File: config.mk
export PLATFORM = sky130hd
export DESIGN_NAME = dcp_top
export DESIGN_NICKNAME = d
export VERILOG_FILES = /design/src/verilog/dcp_top.v /design/src/verilog/dcp_prescaler.v /design/src/verilog/dcp_extra_sel.v
export VERILOG_INCLUDE_DIRS = /design/src /design/src/verilog
export SDC_FILE = /design/constraint.sdc
export NUM_CORES = 1
export LEC_CHECK = 0
export BUFFER_PORTS_ARGS = -buffer_cell sky130_fd_sc_hd__buf_2
export CAP_MARGIN = 5
export CORE_AREA = 3 3 140 88
export DETAILED_ROUTE_END_ITERATION = 7
export DIE_AREA = 0 0 143 91
export GPL_TIMING_DRIVEN = 0
export PLACE_DENSITY = 0.87
export SYNTH_ARGS = -nofsm -noshare
export SYNTH_HDL_FRONTEND = slang
export SYNTH_SLANG_ARGS = --single-unit
File: constraint.sdc
create_clock -name clk_sys_in -period 10 [get_ports clk_sys_in]
set_input_delay 0.5 -clock clk_sys_in [delete_from_list [all_inputs] [get_ports clk_sys_in]]
set_output_delay 0.5 -clock clk_sys_in [all_outputs]
set_load 0.03 [all_outputs]
File: src/verilog/dcp_consts.vh
// constants of the dual channel 12-bit pulse-width modulator
// assumes one system clock and a plain address/strobe register port
`ifndef DCP_CONSTS_VH
`define DCP_CONSTS_VH

// ****************************************************************
// register offsets
// ****************************************************************
`define DCP_ADDR_CONTROL 16'hff70
`define DCP_ADDR_DIVIDER 16'hff71
`define DCP_ADDR_WIDTH0 16'hff72
`define DCP_ADDR_WIDTH1 16'hff74
`define DCP_ADDR_STATUS 16'hff76
`define DCP_ADDR_CTRL_SET 16'hff78
`define DCP_ADDR_CTRL_CLR 16'hff79

// ****************************************************************
// reset values and field layout
// ****************************************************************
`define DCP_CONTROL_RESET 8'h05
`define DCP_DIVIDER_RESET 8'h00
`define DCP_CONTROL_RD_MASK 8'hcf
`define DCP_CTRL_ALV_BIT 0
`define DCP_CTRL_EN_BIT 1
`define DCP_CTRL_SYN_TOP 7
`define DCP_DIV_FIELD_STEP 4

// ****************************************************************
// divider codes and timing
// ****************************************************************
`define DCP_DIV_CODE_1 3'h0
`define DCP_DIV_CODE_2 3'h2
`define DCP_DIV_CODE_3 3'h3
`define DCP_DIV_CODE_4 3'h4
`define DCP_CYCLE_LAST 8'hff
`define DCP_FRAME_LAST 4'hf

`endif

File: src/verilog/dcp_top.v
// two-channel 12-bit pulse-width modulator with its register port
// assumes a same-clock master: one-cycle strobes, read data next cycle
`timescale 1ns/1ps
`include "dcp_consts.vh"

module dcp_top
#(
   parameter CHANNELS = 2
)
(
   input wire clk_sys_in,
   input wire rst_in,
   input wire [15:0] addr_in,
   input wire [15:0] wdata_in,
   input wire wr_in,
   input wire rd_in,
   output reg [15:0] rdata_out,
   output reg modulated_output_pin0_out,
   output reg modulated_output_pin1_out
);

   // ****************************************************************
   // register file
   // ****************************************************************
   reg [7:0] pwm_control_reg;
   reg [7:0] pwm_control_next;
   reg [7:0] pwm_clock_divider_reg;
   // no reset: content is undefined until software loads it
   reg [15:0] pulse_width_ch0_reg;
   reg [15:0] pulse_width_ch1_reg;
   reg [1:0] loaded_reg;
   reg [15:0] rdata_next;

   wire [1:0] running_w;
   wire [1:0] pin_w;
   wire [7:0] frame_pos_w;
   wire [31:0] width_buf_w;

   wire wr_ctrl;
   wire wr_set;
   wire wr_clr;
   wire wr_div;
   wire wr_w0;
   wire wr_w1;

   // one exact match per register; near addresses must not alias
   function strobe_hit;
      input strobe;
      input [15:0] addr;
      input [15:0] target;
      begin
         strobe_hit = strobe && (addr == target);
      end
   endfunction

   assign wr_ctrl = strobe_hit(wr_in, addr_in, `DCP_ADDR_CONTROL);
   assign wr_set = strobe_hit(wr_in, addr_in, `DCP_ADDR_CTRL_SET);
   assign wr_clr = strobe_hit(wr_in, addr_in, `DCP_ADDR_CTRL_CLR);
   assign wr_div = strobe_hit(wr_in, addr_in, `DCP_ADDR_DIVIDER);
   assign wr_w0 = strobe_hit(wr_in, addr_in, `DCP_ADDR_WIDTH0);
   assign wr_w1 = strobe_hit(wr_in, addr_in, `DCP_ADDR_WIDTH1);

   // byte write, or bit set / bit clear through a mask
   always @*
   begin
      pwm_control_next = pwm_control_reg;
      if (wr_ctrl)
      begin
         pwm_control_next = wdata_in[7:0];
      end
      else if (wr_set)
      begin
         pwm_control_next = pwm_control_reg | wdata_in[7:0];
      end
      else if (wr_clr)
      begin
         pwm_control_next = pwm_control_reg & ~wdata_in[7:0];
      end
   end

   always @(posedge clk_sys_in)
   begin
      if (rst_in)
      begin
         pwm_control_reg <= `DCP_CONTROL_RESET;
         pwm_clock_divider_reg <= `DCP_DIVIDER_RESET;
         loaded_reg <= 2'h0;
      end
      else
      begin
         pwm_control_reg <= pwm_control_next & `DCP_CONTROL_RD_MASK;
         if (wr_div)
         begin
            pwm_clock_divider_reg <= wdata_in[7:0];
         end
         if (wr_w0)
         begin
            loaded_reg[0] <= 1'b1;
         end
         if (wr_w1)
         begin
            loaded_reg[1] <= 1'b1;
         end
      end
   end

   // width buffers: whole-word writes only, held until the boundary
   always @(posedge clk_sys_in)
   begin
      if (wr_w0)
      begin
         pulse_width_ch0_reg <= wdata_in;
      end
      if (wr_w1)
      begin
         pulse_width_ch1_reg <= wdata_in;
      end
   end

   assign width_buf_w = {pulse_width_ch1_reg, pulse_width_ch0_reg};

   // ****************************************************************
   // read path
   // ****************************************************************
   always @*
   begin
      case (addr_in)
         `DCP_ADDR_CONTROL: rdata_next = {8'h00, pwm_control_reg & `DCP_CONTROL_RD_MASK};
         `DCP_ADDR_DIVIDER: rdata_next = {8'h00, pwm_clock_divider_reg};
         `DCP_ADDR_WIDTH0: rdata_next = pulse_width_ch0_reg;
         `DCP_ADDR_WIDTH1: rdata_next = pulse_width_ch1_reg;
         `DCP_ADDR_STATUS: rdata_next = {4'h0, loaded_reg, running_w, frame_pos_w};
         default: rdata_next = 16'h0000;
      endcase
   end

   always @(posedge clk_sys_in)
   begin
      if (rst_in)
      begin
         rdata_out <= 16'h0000;
      end
      else if (rd_in)
      begin
         rdata_out <= rdata_next;
      end
      else
      begin
         // read data stands for one cycle only
         rdata_out <= 16'h0000;
      end
   end

   // ****************************************************************
   // modulator channels
   // ****************************************************************
   genvar i;
   generate
      for (i = 0; i < CHANNELS; i = i + 1)
      begin : ch
         wire alv;
         wire en;
         wire syn;
         wire [2:0] div_sel;
         wire tick;
         wire start_cyc;
         wire frame_start;
         wire adopt;
         wire [15:0] width_use;
         wire [7:0] coarse;
         wire extra;
         reg run_reg;
         reg en_d_reg;
         reg [7:0] cyc_pos_reg;
         reg [3:0] frame_pos_reg;
         reg [7:0] down_reg;
         reg ext_pend_reg;
         reg act_reg;
         reg pin_reg;
         reg [15:0] width_act_reg;

         assign alv = pwm_control_reg[2 * i + `DCP_CTRL_ALV_BIT];
         assign en = pwm_control_reg[2 * i + `DCP_CTRL_EN_BIT];
         assign syn = pwm_control_reg[`DCP_CTRL_SYN_TOP - i];
         assign div_sel = pwm_clock_divider_reg[`DCP_DIV_FIELD_STEP * i +: 3];

         // prescaler restarts while idle so the first cycle is whole
         dcp_prescaler dcp_prescaler_i
         (
            .clk_sys_in(clk_sys_in),
            .rst_in(rst_in),
            .restart_in(~run_reg),
            .sel_in(div_sel),
            .tick_out(tick)
         );

         assign start_cyc = tick && (cyc_pos_reg == 8'h00);
         assign frame_start = start_cyc && (frame_pos_reg == 4'h0);
         // adoption only at the boundary the update bit selects
         assign adopt = syn ? start_cyc : frame_start;
         assign width_use = adopt ? width_buf_w[16 * i +: 16] : width_act_reg;
         // low four bits take no part in the pulse
         assign coarse = width_use[15:8];

         dcp_extra_sel dcp_extra_sel_i
         (
            .fine_in(width_use[7:4]),
            .frame_pos_in(frame_pos_reg),
            .extra_out(extra)
         );

         // run control: starts on a frame boundary, stops at once
         always @(posedge clk_sys_in)
         begin
            if (rst_in)
            begin
               run_reg <= 1'b0;
               en_d_reg <= 1'b0;
            end
            else
            begin
               en_d_reg <= en;
               if (!en)
               begin
                  run_reg <= 1'b0;
               end
               else if (loaded_reg[i])
               begin
                  // counters sit at zero, so output opens a fresh frame
                  run_reg <= 1'b1;
               end
            end
         end

         // basic cycle and frame position counters
         always @(posedge clk_sys_in)
         begin
            if (rst_in || !run_reg)
            begin
               cyc_pos_reg <= 8'h00;
               frame_pos_reg <= 4'h0;
            end
            else if (tick)
            begin
               cyc_pos_reg <= cyc_pos_reg + 8'h01;
               if (cyc_pos_reg == `DCP_CYCLE_LAST)
               begin
                  frame_pos_reg <= frame_pos_reg + 4'h1;
               end
            end
         end

         // pulse timing: down counter plus one optional extra clock
         always @(posedge clk_sys_in)
         begin
            if (rst_in || !run_reg)
            begin
               down_reg <= 8'h00;
               ext_pend_reg <= 1'b0;
               act_reg <= 1'b0;
            end
            else if (start_cyc)
            begin
               act_reg <= (coarse != 8'h00) || extra;
               down_reg <= coarse - {7'h00, (coarse != 8'h00)};
               ext_pend_reg <= (coarse != 8'h00) && extra;
            end
            else if (tick)
            begin
               if (down_reg != 8'h00)
               begin
                  act_reg <= 1'b1;
                  down_reg <= down_reg - 8'h01;
               end
               else if (ext_pend_reg)
               begin
                  act_reg <= 1'b1;
                  ext_pend_reg <= 1'b0;
               end
               else
               begin
                  act_reg <= 1'b0;
               end
            end
         end

         always @(posedge clk_sys_in)
         begin
            if (adopt && run_reg)
            begin
               width_act_reg <= width_buf_w[16 * i +: 16];
            end
         end

         // output control: polarity applied live, pin parked at inactive level then held when disabled
         always @(posedge clk_sys_in)
         begin
            if (rst_in)
            begin
               pin_reg <= 1'b0;
            end
            else if (en && run_reg)
            begin
               pin_reg <= alv ? act_reg : ~act_reg;
            end
            else if (en)
            begin
               // enabled but waiting for width: idle at inactive level
               pin_reg <= ~alv;
            end
            else if (en_d_reg)
            begin
               pin_reg <= ~alv;
            end
            else
            begin
               // disabled: alv writes do not reach the pin
               pin_reg <= pin_reg;
            end
         end

         assign running_w[i] = run_reg;
         assign pin_w[i] = pin_reg;
         assign frame_pos_w[4 * i +: 4] = frame_pos_reg;
      end
   endgenerate

   // ****************************************************************
   // pins
   // ****************************************************************
   // one extra flop keeps the top outputs straight from registers
   always @(posedge clk_sys_in)
   begin
      if (rst_in)
      begin
         modulated_output_pin0_out <= 1'b0;
         modulated_output_pin1_out <= 1'b0;
      end
      else
      begin
         modulated_output_pin0_out <= pin_w[0];
         modulated_output_pin1_out <= pin_w[1];
      end
   end

endmodule // dcp_top

File: src/verilog/dcp_prescaler.v
// operating-clock enable for one modulator channel
// assumes the divider code is steady while the channel runs
`timescale 1ns/1ps
`include "dcp_consts.vh"

module dcp_prescaler
(
   input wire clk_sys_in,
   input wire rst_in,
   input wire restart_in,
   input wire [2:0] sel_in,
   output reg tick_out
);

   reg [1:0] cnt_reg;
   wire [1:0] last;

   // ****************************************************************
   // code to terminal count
   // ****************************************************************
   function [1:0] div_last;
      input [2:0] code;
      begin
         case (code)
            `DCP_DIV_CODE_2: div_last = 2'h1;
            `DCP_DIV_CODE_3: div_last = 2'h2;
            `DCP_DIV_CODE_4: div_last = 2'h3;
            // prohibited codes fall back to undivided
            default: div_last = 2'h0;
         endcase
      end
   endfunction

   assign last = div_last(sel_in);

   always @(posedge clk_sys_in)
   begin
      if (rst_in || restart_in)
      begin
         cnt_reg <= 2'h0;
         tick_out <= 1'b0;
      end
      else if (cnt_reg >= last)
      begin
         cnt_reg <= 2'h0;
         tick_out <= 1'b1;
      end
      else
      begin
         cnt_reg <= cnt_reg + 2'h1;
         tick_out <= 1'b0;
      end
   end

endmodule // dcp_prescaler

File: src/verilog/dcp_extra_sel.v
// decides whether a basic cycle of the frame gets one extra clock
// assumes frame position counts 0 to 15 within each frame
`timescale 1ns/1ps

module dcp_extra_sel
(
   input wire [3:0] fine_in,
   input wire [3:0] frame_pos_in,
   output wire extra_out
);

   wire [3:0] spread;

   // bit-reversed position spreads the extras evenly over the frame
   assign spread = {frame_pos_in[0], frame_pos_in[1], frame_pos_in[2], frame_pos_in[3]};
   // fine value f lengthens f+1 cycles of 16, the +1 of the duty
   assign extra_out = (spread <= fine_in);

endmodule // dcp_extra_sel

Yosys cells after proc, flatten, opt, wreduce, memory -nomap -nowiden

Cells that the tools add are included.

Register bits: 156
Bits in latches: 0
RAM bits: 0
ROM bits: 0
Input bits: 36
Logic and storage cells: 165
Memories kept: 0

$add $sub $neg: 10
Multiply operators: 0
Divide/modulo/power cells: 0
$lt $le $gt $ge: 4
Equality and inequality tests: 17
Shift-type cells: 0
Muxes and demuxes: 40
Bitwise logic cells: 12
Reduce and logical (&&, ||, !) cells: 50

Operators with widths:

| operator               | number |
|---|---|
| $eq A16 B16 Y1 const B | 7 |
| $pmux W16 S5           | 1 |
| $mux W8                | 9 |
| $mux W16               | 2 |
| $reduce_bool A8 Y1     | 4 |
| $mux W1                | 26 |
| $add A8 B1 Y8 const B  | 2 |
| $eq A8 B8 Y1 const B   | 2 |
| $logic_and A1 B1 Y1    | 16 |
| $logic_not A8 Y1       | 2 |
| $sub A8 B1 Y8          | 2 |
| $sub A8 B1 Y8 const B  | 2 |
| $eq A3 B2 Y1 const B   | 4 |
| $pmux W2 S3            | 2 |
| $reduce_and A2 Y1      | 6 |
| $reduce_or A2 Y1       | 5 |
| $not A1 Y1             | 9 |
| $reduce_bool A3 Y1     | 3 |
| $add A4 B1 Y4 const B  | 2 |
| $and A8 B8 Y8          | 1 |
| $le A4 B4 Y1           | 2 |
| $logic_not A4 Y1       | 2 |
| $not A8 Y8             | 1 |
| $or A8 B8 Y8           | 1 |
| other kinds (7)        | 20 |

Depth between registers and ports, before layout

Gate-level depths: netlist of the first run.

Depth after elaboration: 8
Depth in mapped cells: 13
Depth with buffers taken out: 12

By module

A second synthesis of the first run with hierarchy kept.

Cell total of the unflattened synthesis: 677
Area total of the unflattened synthesis: 7045.5 µm²

Modules (own cells, without submodules):

| module        | times used | cells an instance | area each (µm²) |
|---|---|---|---|
| dcp_top       | 1          | 615               | 6517.5 |
| dcp_prescaler | 2          | 18                | 163.9 |
| dcp_extra_sel | 2          | 13                | 100.1 |

Least setup slack after synthesis of the first run

OpenSTA, ideal clock, no wires.

Kind: input to register
From: in addr_in[5]
To: reg pulse_width_ch0_reg[0] (enable)
Arrival: 2.988 ns
Required time: 9.566 ns
Setup slack: 6.579 ns
Cell stages on the path: 4
Path buffers: 1
Path through: nand4_2 or4_4 buf_6 nor4_1

Cells in the longest elaborated chain, start to end: 2

Ends and longest elaborated chain:

| element                | RTL line      | text |
|---|---|---|
| start: declaration     | dcp_top.v:13  | `input wire [15:0] addr_in,` |
| $eq A16 B16 Y1         | dcp_top.v:52  | `strobe_hit = strobe && (addr == target);` |
| $logic_and A1 B1 Y1    | dcp_top.v:52  |  |
| net wr_w0              | dcp_top.v:43  | `wire wr_w0;` |
| end signal: assignment | dcp_top.v:112 | `pulse_width_ch0_reg <= wdata_in;` |
| end: declaration       | dcp_top.v:29  | `reg [15:0] pulse_width_ch0_reg;` |

The timed path passes the listed nets, and every way through them passes these cells.
A chain may end at the register's enable or synchronous reset.

Worst setup path in the final report of the first run

From: reg ch[1].cyc_pos_reg[0]
To: reg ch[1].down_reg[5]

Cells in the longest elaborated chain, start to end: 8

Ends and longest elaborated chain:

| element                  | RTL line      | text |
|---|---|---|
| start: declaration       | dcp_top.v:174 | `reg [7:0] cyc_pos_reg;` |
| start signal: assignment | dcp_top.v:245 | `cyc_pos_reg <= cyc_pos_reg + 8'h01;` |
| $logic_not A8 Y1 (*)     | dcp_top.v:197 | `assign start_cyc = tick && (cyc_pos_reg == 8'h00);` |
| $logic_and A1 B1 Y1 (*)  | dcp_top.v:197 |  |
| $logic_and A1 B1 Y1      | dcp_top.v:198 | `assign frame_start = start_cyc && (frame_pos_reg == 4'h0);` |
| $mux W1                  | dcp_top.v:200 | `assign adopt = syn ? start_cyc : frame_start;` |
| $mux W16                 | dcp_top.v:201 | `assign width_use = adopt ? width_buf_w[16 * i +: 16] : width_act_reg;` |
| $reduce_bool A8 Y1       | dcp_top.v:265 | `down_reg <= coarse - {7'h00, (coarse != 8'h00)};` |
| $sub A8 B1 Y8            | dcp_top.v:265 |  |
| $mux W8                  | dcp_top.v:262 | `else if (start_cyc)` |
| end signal: assignment   | dcp_top.v:265 |  |
| end signal: assignment   | dcp_top.v:273 | `down_reg <= down_reg - 8'h01;` |
| end: declaration         | dcp_top.v:176 | `reg [7:0] down_reg;` |

Mark *: on every way between the ends. The rest lies on a longest branch, timed or not.

==> qor.txt, run 1 <==
Worst setup EP type -> register
Largest register FFs -> 24
via count -> 6108
die width -> 143 microns
initial antenna violation count -> 0
worst rel slew slack -> 0.172
initial core utilization -> 0.646
largest cells by area after synthesis -> dfxtp_1 25%, edfxtp_1 23%, ha_1 4.9%
maxcap violations -> 0
htree depth -> 4
Leakage -> 0.00295 uW
clk buf depth -> 2
DR WL/cell -> 20.7 microns
Layout Cell Area excl Fill -> 8220 sq um
1st-pass router iterations -> 5
critical path class -> register to register
f_max -> 237 MHz
PwrDens -> 153 nW/um^2
register area share after synthesis -> 0.484
Synthesized Nets -> 769
Final Setup Violations -> 0
Buf+Inv Stages, Crit Path -> 1
Fin Setup TNS -> 0 ps
Data required, critical path -> 10360 ps
first-pass GRT wire length -> 30.4 mm
Antenna Nets Post-Route -> 0
Worst R2R Setup Slack -> 5770 ps
post-synth cell types -> 69
Main synth FF type -> dfxtp_1
Yosys top cell by area -> dfxtp_1
TritonCTS clock tree -> done
clock skew -> 18.6 ps
1st-iter DRT viols -> 1060
min Tclk post-route -> 4230 ps
CP cell instances -> inv_1, ha_1, nor4b_1, o211ai_1, mux2i_1, ha_1, nor3b_1, or4b_2, a21o_1, a31o_2, a21oi_1
Area Growth Syn to Fin -> 14.2%
final WL -> 19.3 mm
Hold Path Class -> input pin to register
GPL Wtd Cong -> 0.899
gr ovfl total -> 0
Gate Count Post-Synth -> 705
Clock Latency Late Sink -> 440 ps
largest net degree at the start of global routing -> 17
post-cts sizing count -> 0
peak supply drop -> 0.117 mV
number of buffers added on ports -> 50
Die ar. -> 13000 sq um
Core Rows -> 30
CTS buffer count -> 17
Worst-Margin Slew -> 1230 ps
overall routing resource usage -> 0.303
CORE AREA -> 11100 sq um
Root Buffer -> clkbuf_16
Yosys Warn Count -> 0
Worst setup SP type -> register
cell mode on critical path -> ha_1
Hold Fails Final Rpt -> 0
CP max-delay cell -> nor4b_1
setup bufs post-CTS -> 0
num ports -> 54
Diodes inserted -> 0
status -> finished clean
Arrival @ worst endpoint -> 4580 ps
vias per cell -> 6.55
Final period util -> 0.423
register bit total from synthesis -> 146
final net count -> 840
drt drc -> 0
Post-synth EDFFs -> 56
Crit path largest cell delay -> 650 ps
CTS sink count -> 146
number of global-route vias before repair -> 5832
syn avg cell area -> 10.2 sq um
Clock transition at path regs -> 70 ps
CTS Hold Bufs -> 0
async set-reset flop share out of synthesis -> 0
post-synth top area share -> 0.250
Die Y -> 91 microns
CP delay by family, top -> simple AND/OR/NAND/NOR gates
hpwl dp -> 13.6 mm
Placed Area -> 7650 sq um
Slew Limit Fails -> 0
Mapped Area -> 7200 sq um
worst-path fanout max -> 6
layout cells sized above 1 -> 0.169
RSZ-0062 raised after global routing -> false
## final cells by class
| class | count | area [sq um] |
|---|---|---|
| Tap cell | 144 | 180 |
| Multi-Input combinational cell | 506 | 3480 |
| Fill cell | 709 | 2930 |
| Buffer | 25 | 139 |
| Timing Repair Buffer | 52 | 265 |
| Clock buffer | 19 | 454 |
| Inverter | 28 | 105 |
| Sequential cell | 146 | 3480 |
| Clock inverter | 13 | 115 |
## cell families (layout without fill, tap and decap cells)
kind of cell               Yosys count  in the layout  share of synthesized area
and+or+nand+nor                    259            259                      0.192
DFF                                146            146                      0.484
AOI/OAI and AO/OA                  136            136                      0.130
buffers and inverters               53            137                     0.0339
muxes                               44             44                     0.0639
xor gates and xnor gates            39             39                     0.0474
adders and majority gates           28             28                     0.0486
## per-layer routing
layer  up-vias  share of wire  GRT usage  wire [microns]
met5         -              0          0               0
met4         0          0.016     0.0807             313
met3        40           0.12     0.0937            2290
met2       447           0.43      0.449            8270
met1      2886           0.44      0.431            8390
li1       2735              -          -               -
## metrics by stage
step           total power [uW]   util  hold slack [ps]  worst slack, ps  std cells
2_1_floorplan               637      -              425             6580        705
3_3_place_gp                649  0.685              436             5640        899
3_5_place_dp                650  0.687              447             5760        901
4_1_cts                    1260  0.738              259             5720        933
5_1_grt                    1290  0.738              256             5250        933
6_report                   1260  0.738              258             5770        933
## where the power goes
part	total, uW	switching [uW]	leakage (uW)	internal (uW)
clock network	621	279	0.000286	342
logic	23.2	14.1	0.00143	9.16
registers	615	0.00390	0.00123	615
total	1260	294	0.00295	966
## cells in the mapped netlist (9+ instances only)
cell type and count:
a21oi_1 39, a22oi_1 21, clkbuf_1 15, dfxtp_1 90, edfxtp_1 56, ha_1 28
inv_1 28, mux2_2 16, mux2i_1 28, nand2_1 49, nand2b_1 12, nand3_1 13
nor2_1 79, nor3_1 19, nor3b_1 10, nor4_1 12, o211ai_1 9, o21ai_0 17
or4_1 9, xnor2_1 26, xor2_1 13
## layout by cell type, fill, tap and decap left out, drive strengths merged, types with 21 or more instances in the layout
master  Yosys  layout
edfxtp     56      56
nor2       80      80
nand2      49      49
xnor2      26      26
ha         28      28
inv        28      37
a22oi      21      21
buf        10      62
dfxtp      90      90
a21oi      41      41
nor3       21      21
mux2i      28      28
clkbuf     15      34
## final timing paths
path / startpoint / to / depth (start not counted)
worst min-delay path: wdata_in[8] / pulse_width_ch1_reg[8] / 1
worst max-delay path: ch[1].cyc_pos_reg[0] / ch[1].down_reg[5] / 11
worst min register to register: ch[1].ext_pend_reg / ch[1].ext_pend_reg / 2
worst max register to register: ch[1].cyc_pos_reg[0] / ch[1].down_reg[5] / 11
Power figures use the tool's default switching activity.
==> inputs of run 2 (changes only) <==
--- a/config.mk
+++ b/config.mk
@@ -8,11 +8,11 @@
 export LEC_CHECK = 0
 export BUFFER_PORTS_ARGS = -buffer_cell sky130_fd_sc_hd__buf_2
 export CAP_MARGIN = 5
-export CORE_AREA = 3 3 140 88
+export CORE_AREA = 3 3 154 96
 export DETAILED_ROUTE_END_ITERATION = 7
-export DIE_AREA = 0 0 143 91
+export DIE_AREA = 0 0 157 99
 export GPL_TIMING_DRIVEN = 0
-export PLACE_DENSITY = 0.87
+export PLACE_DENSITY = 0.77
 export SYNTH_ARGS = -nofsm -noshare
 export SYNTH_HDL_FRONTEND = slang
 export SYNTH_SLANG_ARGS = --single-unit
==> constraint.sdc (replaced) <==
create_clock -name clk_sys_in -period 3.65 [get_ports clk_sys_in]
set_input_delay 0.1825 -clock clk_sys_in [delete_from_list [all_inputs] [get_ports clk_sys_in]]
set_output_delay 0.1825 -clock clk_sys_in [all_outputs]
set_load 0.03 [all_outputs]
==> run 2 against run 1 <==
- non-clock buffer count grew 12
- highest routed layer unchanged
- global-route usage shrank 5.8 points
- largest cell class is now multi-input combinational cells
- via count shrank 1.9%
==> qor.txt, run 2 (synthesis results as in run 1) <==
status -> finished clean (unchanged)
Worst setup SP type -> register (unchanged)
die width -> 157 microns (was 143 microns)
min Tclk post-route -> 3540 ps (was 4230 ps)
Slew Limit Fails -> 0 (unchanged)
GPL Wtd Cong -> 0.896 (was 0.899)
Final Setup Violations -> 0 (unchanged)
Fin Setup TNS -> 0 ps (unchanged)
pre-CTS setup slack -> -589 ps (was 5760 ps)
Power Total -> 3410 uW (was 1260 uW)
cell mode on critical path -> ha_1 (unchanged)
1st-pass router iterations -> 5 (unchanged)
worst r2r path cells -> 13 (was 11)
Reg area -> 3480 sq um (about the same)
hpwl dp -> 13.4 mm (was 13.6 mm)
CP cell instances -> inv_1, ha_1, nor3b_1, o211ai_1, clkbuf_4, mux2i_1, ha_1, ha_1, inv_1, or3_1, xor2_1, a211oi_1, o31a_1 (was inv_1, ha_1, nor4b_1, o211ai_1, mux2i_1, ha_1, nor3b_1, or4b_2, a21o_1, a31o_2, a21oi_1)
Crit path largest cell delay -> 440 ps (was 650 ps)
final WL -> 18.7 mm (was 19.3 mm)
via count -> 5993 (was 6108)
htree depth -> 4 (unchanged)
met3 Use GR -> 0.0588 (was 0.0937)
Reg-to-Reg Start -> ch[0].frame_pos_reg[0] (was ch[1].cyc_pos_reg[0])
Final period util -> 0.969 (was 0.423)
CTS sink count -> 146 (unchanged)
CORE AREA -> 13500 sq um (was 11100 sq um)
Root Buffer -> clkbuf_16 (unchanged)
Hold Path Class -> input pin to register (unchanged)
CTS buffer count -> 17 (unchanged)
number of buffers added on ports -> 50 (unchanged)
final net count -> 852 (was 840)
Data required, critical path -> 4010 ps (was 10360 ps)
Worst R2R Setup Slack -> 110 ps (was 5770 ps)
1st-iter DRT viols -> 626 (was 1060)
DR WL/cell -> 19.2 microns (was 20.7 microns)
HP Start -> wdata_in[0] (was wdata_in[8])
hold depth -> 1 (unchanged)
Area Growth Syn to Fin -> 16.8% (was 14.2%)
critical path class -> register to register (unchanged)
Worst setup EP type -> register (unchanged)
met1 usage -> 0.375 (was 0.431)
TritonCTS clock tree -> done (unchanged)
Hold Fails Final Rpt -> 0 (unchanged)
Clock Latency Late Sink -> 420 ps (was 440 ps)
Worst-Margin Slew -> 1100 ps (was 1230 ps)
GR peak layer -> met1 (was met2)
r2r endpoint -> ch[0].down_reg[4] (was ch[1].down_reg[5])
Die Y -> 99 microns (was 91 microns)
number of global-route vias before repair -> 5696 (was 5832)
Antenna Nets Post-Route -> 0 (unchanged)
overall routing resource usage -> 0.244 (was 0.303)
Arrival @ worst endpoint -> 3900 ps (was 4580 ps)
Die ar. -> 15500 sq um (was 13000 sq um)
most frequent cells in the layout -> 89 x dfxtp_1, 79 x nor2_1, 56 x edfxtp_1 (was 90 x dfxtp_1, 79 x nor2_1, 56 x edfxtp_1)
clock skew -> 8.76 ps (was 18.6 ps)
num ports -> 54 (unchanged)
WHS -> 32.5 ps (was 258 ps)
PwrDens -> 405 nW/um^2 (was 153 nW/um^2)
vias per cell -> 6.14 (was 6.55)
drt drc -> 0 (unchanged)
peak supply drop -> 0.339 mV (was 0.117 mV)
Core Rows -> 33 (was 30)
commonest non-fill, non-tap cell in the layout -> dfxtp_1 (unchanged)
worst-path fanout max -> 10 (was 6)
clk buf depth -> 2 (unchanged)
Diodes inserted -> 0 (unchanged)
Filler cells -> 1058 (was 709)
final worst setup slack -> 112 ps (was 5770 ps)
Largest register FFs -> 24 (unchanged)
met2 GRT Util -> 0.349 (was 0.449)
worst rel slew slack -> 0.261 (was 0.172)
maxcap violations -> 0 (unchanged)
hold endpoint -> pulse_width_ch0_reg[0] (was pulse_width_ch1_reg[8])
initial antenna violation count -> 0 (unchanged)
multi-input logic area -> 3530 sq um (was 3480 sq um)
initial core utilization -> 0.533 (was 0.646)
f_max -> 283 MHz (was 237 MHz)
gr ovfl total -> 0 (unchanged)
Leakage -> 0.00301 uW (was 0.00295 uW)
Clock transition at path regs -> 60 ps (was 70 ps)
first-pass GRT wire length -> 29.8 mm (was 30.4 mm)
layout cells sized above 1 -> 0.177 (was 0.169)
largest net degree at the start of global routing -> 17 (unchanged)
CP max-delay cell -> dfxtp_1 (was nor4b_1)
## run 2: cell types whose count changed in the layout (fill, tap and decap cells not counted), moves of 2 or more
cell | before | now
buf_4 | 3 | 5
clkbuf_8 | 0 | 2
clkinv_2 | 1 | 3
dlygate4sd3_1 | 0 | 10
inv_4 | 2 | 4
inv_6 | 3 | 1
inv_8 | 4 | 0
nor4b_1 | 6 | 3
nor4b_4 | 1 | 3
## run 2: how the worst max path moves through the flow
stage | from | endpoint | cells past startpoint
global placement | ch[1].cyc_pos_reg[0] | ch[1].down_reg[5] | 12
global route | ch[0].frame_pos_reg[0] | ch[0].down_reg[4] | 13
detailed placement | ch[1].cyc_pos_reg[0] | ch[1].down_reg[5] | 12
floorplan | ch[1].frame_pos_reg[0] | ch[1].down_reg[5] | 12
CTS | ch[1].cyc_pos_reg[0] | ch[1].down_reg[5] | 12
finish | ch[0].frame_pos_reg[0] | ch[0].down_reg[4] | 13
## run 2: layer usage
layer	share of wire	up-vias	routed length, microns
li1	-	2769	-
met1	0.48	2869	8900
met2	0.42	332	7890
met3	0.093	23	1740
met4	0.0095	0	178
met5	0	-	0
## run 2: cell type report
class | count | area share
Inverter | 28 | 0.0125
Tap cell | 175 | 0.0260
Buffer | 25 | 0.0173
Clock inverter | 11 | 0.00877
Clock buffer | 21 | 0.0573
Sequential cell | 146 | 0.414
Multi-Input combinational cell | 506 | 0.419
Timing Repair Buffer | 64 | 0.0449
## run 2: worst max-delay path: cells and delay by family (launching register included)
family,cells,cell delay (ps)
buffers and inverters,3,580
XOR/XNOR,1,160
AO/OA/AOI/OAI,3,840
AND/OR/NAND/NOR,2,520
flip-flops,1,440
adder cells (fa/ha/maj),3,630
multiplexers,1,310
## run 2: what timing repair did
action	4_1_cts	5_1_grt
hold endpoints to repair	19	0
pin swaps	1	0
setup buffers	1	0
setup endpoints to repair	6	2
hold buffers	10	0
resized for setup	3	10
## run 2: per-stage QoR
| step | utilization | cell area (sq um) | cells |
|---|---|---|---|
| final | 0.623 | 8410 | 976 |
| after CTS | 0.620 | 8370 | 975 |
| after global routing | 0.623 | 8410 | 976 |
| after global placement | 0.568 | 7670 | 930 |
| after detailed placement | 0.570 | 7690 | 932 |
| after floorplan | - | 7200 | 705 |
## run 2: report_power, final
group / total, uW / switching [uW] / internal (uW) / leakage (uW)
Clock: 1650 / 701 / 947 / 0.000280
Sequential: 1680 / 0.0108 / 1680 / 0.00123
Combinational: 72.3 / 40.2 / 32.1 / 0.00151
Total: 3410 / 741 / 2660 / 0.00301
==> inputs of run 3 (changes only) <==
==> constraint.sdc (replaced) <==
create_clock -name clk_sys_in -period 2.9 [get_ports clk_sys_in]
set_input_delay 0.145 -clock clk_sys_in [delete_from_list [all_inputs] [get_ports clk_sys_in]]
set_output_delay 0.145 -clock clk_sys_in [all_outputs]
set_load 0.03 [all_outputs]
==> run 3 against run 2 <==
- the run now ends with negative setup slack left
- maximum frequency is 21% higher
- clock-buffer cell count increased by 3
- die area unchanged
- clock power is 49% higher
- final cell count increased by 2.3%
- wire length increased by 6.2%
- non-clock buffer count grew 22
- critical path depth unchanged
- worst setup slack worse by 130 ps
- global-route usage up 0.96 points
- power is 37% higher
- clock skew up 2.0 ps
==> qor.txt, run 3 (synthesis results as in run 1) <==
CTS buffer count -> 17 (unchanged)
Filler cells -> 967 (was 1058)
Buf+Inv Stages, Crit Path -> 3 (unchanged)
Slew Limit Fails -> 0 (unchanged)
CP max-delay cell -> or4b_4 (was dfxtp_1)
crit path to -> ch[1].down_reg[5] (was ch[0].down_reg[4])
final net count -> 874 (was 852)
initial antenna violation count -> 1 (was 0)
Clock Latency Late Sink -> 430 ps (was 420 ps)
Hold Path Class -> input pin to register (unchanged)
via count -> 6163 (was 5993)
hold depth -> 1 (unchanged)
htree depth -> 4 (unchanged)
CP startpoint -> ch[1].frame_pos_reg[0] (was ch[0].frame_pos_reg[0])
f_max -> 342 MHz (was 283 MHz)
GPL Wtd Cong -> 0.906 (was 0.896)
1st-iter DRT viols -> 677 (was 626)
CORE AREA -> 13500 sq um (unchanged)
final WL -> 19.9 mm (was 18.7 mm)
number of buffers added on ports -> 50 (unchanged)
Worst setup SP type -> register (unchanged)
failing checks -> negative setup slack
WHS -> 29.7 ps (was 32.5 ps)
num ports -> 54 (unchanged)
1st-pass router iterations -> 6 (was 5)
CP delay by family, top -> simple AND/OR/NAND/NOR gates (was compound AO/OA/AOI/OAI gates)
pre-CTS setup slack -> -1040 ps (was -589 ps)
maxcap violations -> 0 (unchanged)
CTS sink count -> 146 (unchanged)
worst-path fanout max -> 4 (was 10)
first-pass GRT wire length -> 30.8 mm (was 29.8 mm)
min Tclk post-route -> 2920 ps (was 3540 ps)
Die ar. -> 15500 sq um (unchanged)
Die Y -> 99 microns (unchanged)
Worst-Margin Slew -> 1060 ps (was 1100 ps)
Final period util -> 1.01 (was 0.969)
Area Growth Syn to Fin -> 25.5% (was 16.8%)
Worst setup EP type -> register (unchanged)
final worst setup slack -> -21.7 ps (was 112 ps)
worst rel slew slack -> 0.292 (was 0.261)
Arrival @ worst endpoint -> 3280 ps (was 3900 ps)
initial core utilization -> 0.533 (unchanged)
commonest non-fill, non-tap cell in the layout -> dfxtp_1 (unchanged)
Root Buffer -> clkbuf_16 (unchanged)
Crit path largest cell delay -> 480 ps (was 440 ps)
Worst R2R Setup Slack -> -20 ps (was 110 ps)
r2r endpoint -> ch[1].down_reg[5] (was ch[0].down_reg[4])
Largest register FFs -> 24 (unchanged)
Core Rows -> 33 (unchanged)
peak supply drop -> 0.434 mV (was 0.339 mV)
Cell Count, Final, Fillers Out -> 998 (was 976)
Hold Fails Final Rpt -> 0 (unchanged)
RSZ-0062 raised after global routing -> true
clk buf depth -> 2 (unchanged)
CP cell instances -> inv_2, ha_2, nor3b_4, o211ai_1, buf_4, buf_12, mux2i_4, ha_4, nor3b_4, or4b_4, a21o_1, a31o_2, a21oi_2 (was inv_1, ha_1, nor3b_1, o211ai_1, clkbuf_4, mux2i_1, ha_1, ha_1, inv_1, or3_1, xor2_1, a211oi_1, o31a_1)
critical path class -> register to register (unchanged)
placed cells -> 931 (was 932)
most frequent cells in the layout -> 81 x dfxtp_1, 79 x nor2_1, 56 x edfxtp_1 (was 89 x dfxtp_1, 79 x nor2_1, 56 x edfxtp_1)
die width -> 157 microns (unchanged)
layout cells sized above 1 -> 0.244 (was 0.177)
cell mode on critical path -> nor3b_4 (was ha_1)
vias per cell -> 6.18 (was 6.14)
status -> finished, violations left (was finished clean)
worst r2r path cells -> 13 (unchanged)
number of global-route vias before repair -> 5846 (was 5696)
gr ovfl total -> 0 (unchanged)
TritonCTS clock tree -> done (unchanged)
Leakage -> 0.00323 uW (was 0.00301 uW)
Diodes inserted -> 0 (unchanged)
overall routing resource usage -> 0.254 (was 0.244)
Clock transition at path regs -> 60 ps (about the same)
Final Setup Violations -> 1 (was 0)
Antenna Nets Post-Route -> 0 (unchanged)
PwrDens -> 517 nW/um^2 (was 405 nW/um^2)
clock skew -> 10.8 ps (was 8.76 ps)
drt drc -> 0 (unchanged)
Data required, critical path -> 3260 ps (was 4010 ps)
WP depth -> 13 (unchanged)
hpwl dp -> 13.8 mm (was 13.4 mm)
Reg-to-Reg Start -> ch[1].frame_pos_reg[0] (was ch[0].frame_pos_reg[0])
largest net degree at the start of global routing -> 17 (unchanged)
DR WL/cell -> 19.9 microns (was 19.2 microns)
[run 3: cell count changes in the layout (fill, tap and decap cells not counted), moves of 4 or more]
cell,delta
inv_2,+5
mux2i_4,+6
inv_1,-5
dfxtp_1,-8
clkbuf_16,+5
mux2i_1,-5
buf_4,+15
dfxtp_4,+5
ha_1,-8
dlygate4sd3_1,+4
ha_4,+5
[run 3: repair_timing]
item | in CTS | in global routing
hold endpoints to repair | 28 | 0
pin swaps | 2 | 11
buffers inserted | 15 | 7
resized for setup | 34 | 34
hold buffers | 14 | 0
endpoints found under the setup margin | 29 | 9
[run 3: worst min path at each step]
stage	startpoint	endpoint	slack (ps)
floorplan	wdata_in[0]	pulse_width_ch0_reg[0]	240
global placement	wdata_in[9]	pulse_width_ch1_reg[9]	340
detailed placement	wdata_in[9]	pulse_width_ch1_reg[9]	340
CTS	wdata_in[7]	pulse_width_ch1_reg[7]	5
global route	wdata_in[7]	pulse_width_ch1_reg[7]	20
finish	wdata_in[6]	pulse_width_ch1_reg[6]	30
[run 3: layout make-up]
class	count	area (sq um)	share of cell area
flip-flops and latches	146	3510	0.388
clock buffers	24	579	0.0641
plain buffers	25	164	0.0181
well taps	175	219	0.0242
inverters	28	105	0.0116
repair buffers	86	571	0.0631
clock inverters	8	100	0.0111
multi-input cells	506	3790	0.420
[run 3: where the power goes]
| group | internal [uW] | switching (uW) | total, uW |
|---|---|---|---|
| registers | 2120 | 0.0141 | 2120 |
| logic | 43.9 | 51.7 | 95.7 |
| clock network | 1580 | 884 | 2460 |
| total | 3740 | 935 | 4680 |
[run 3: through the flow]
stage | power, uW | area (sq um) | TNS (ps) | utilization
CTS | 4680 | 8820 | 0 | 0.653
global placement | 2240 | 7710 | -11490 | 0.571
global route | 4800 | 9040 | -358 | 0.669
finish | 4680 | 9040 | -21.7 | 0.669
floorplan | 2200 | 7240 | -147 | -
detailed placement | 2240 | 7730 | -11040 | 0.573
[run 3: metal layers]
metal | track usage | part of all wire | vias to the layer above | wire [microns]
met5 | 0 | 0.00065 | - | 13
met4 | 0.0767 | 0.013 | 2 | 267
met3 | 0.0531 | 0.099 | 22 | 1970
met2 | 0.362 | 0.43 | 343 | 8590
met1 | 0.386 | 0.45 | 2992 | 9020
li1 | - | - | 2804 | -
[run 3: worst register-to-register path, delay by kind of cell, from the launching register on]
family	cells	cell delay [ps]
AOI/OAI and AO/OA	4	730
adders and majority gates	2	360
buffers and inverters	3	350
DFF	1	350
muxes	1	270
and+or+nand+nor	3	810
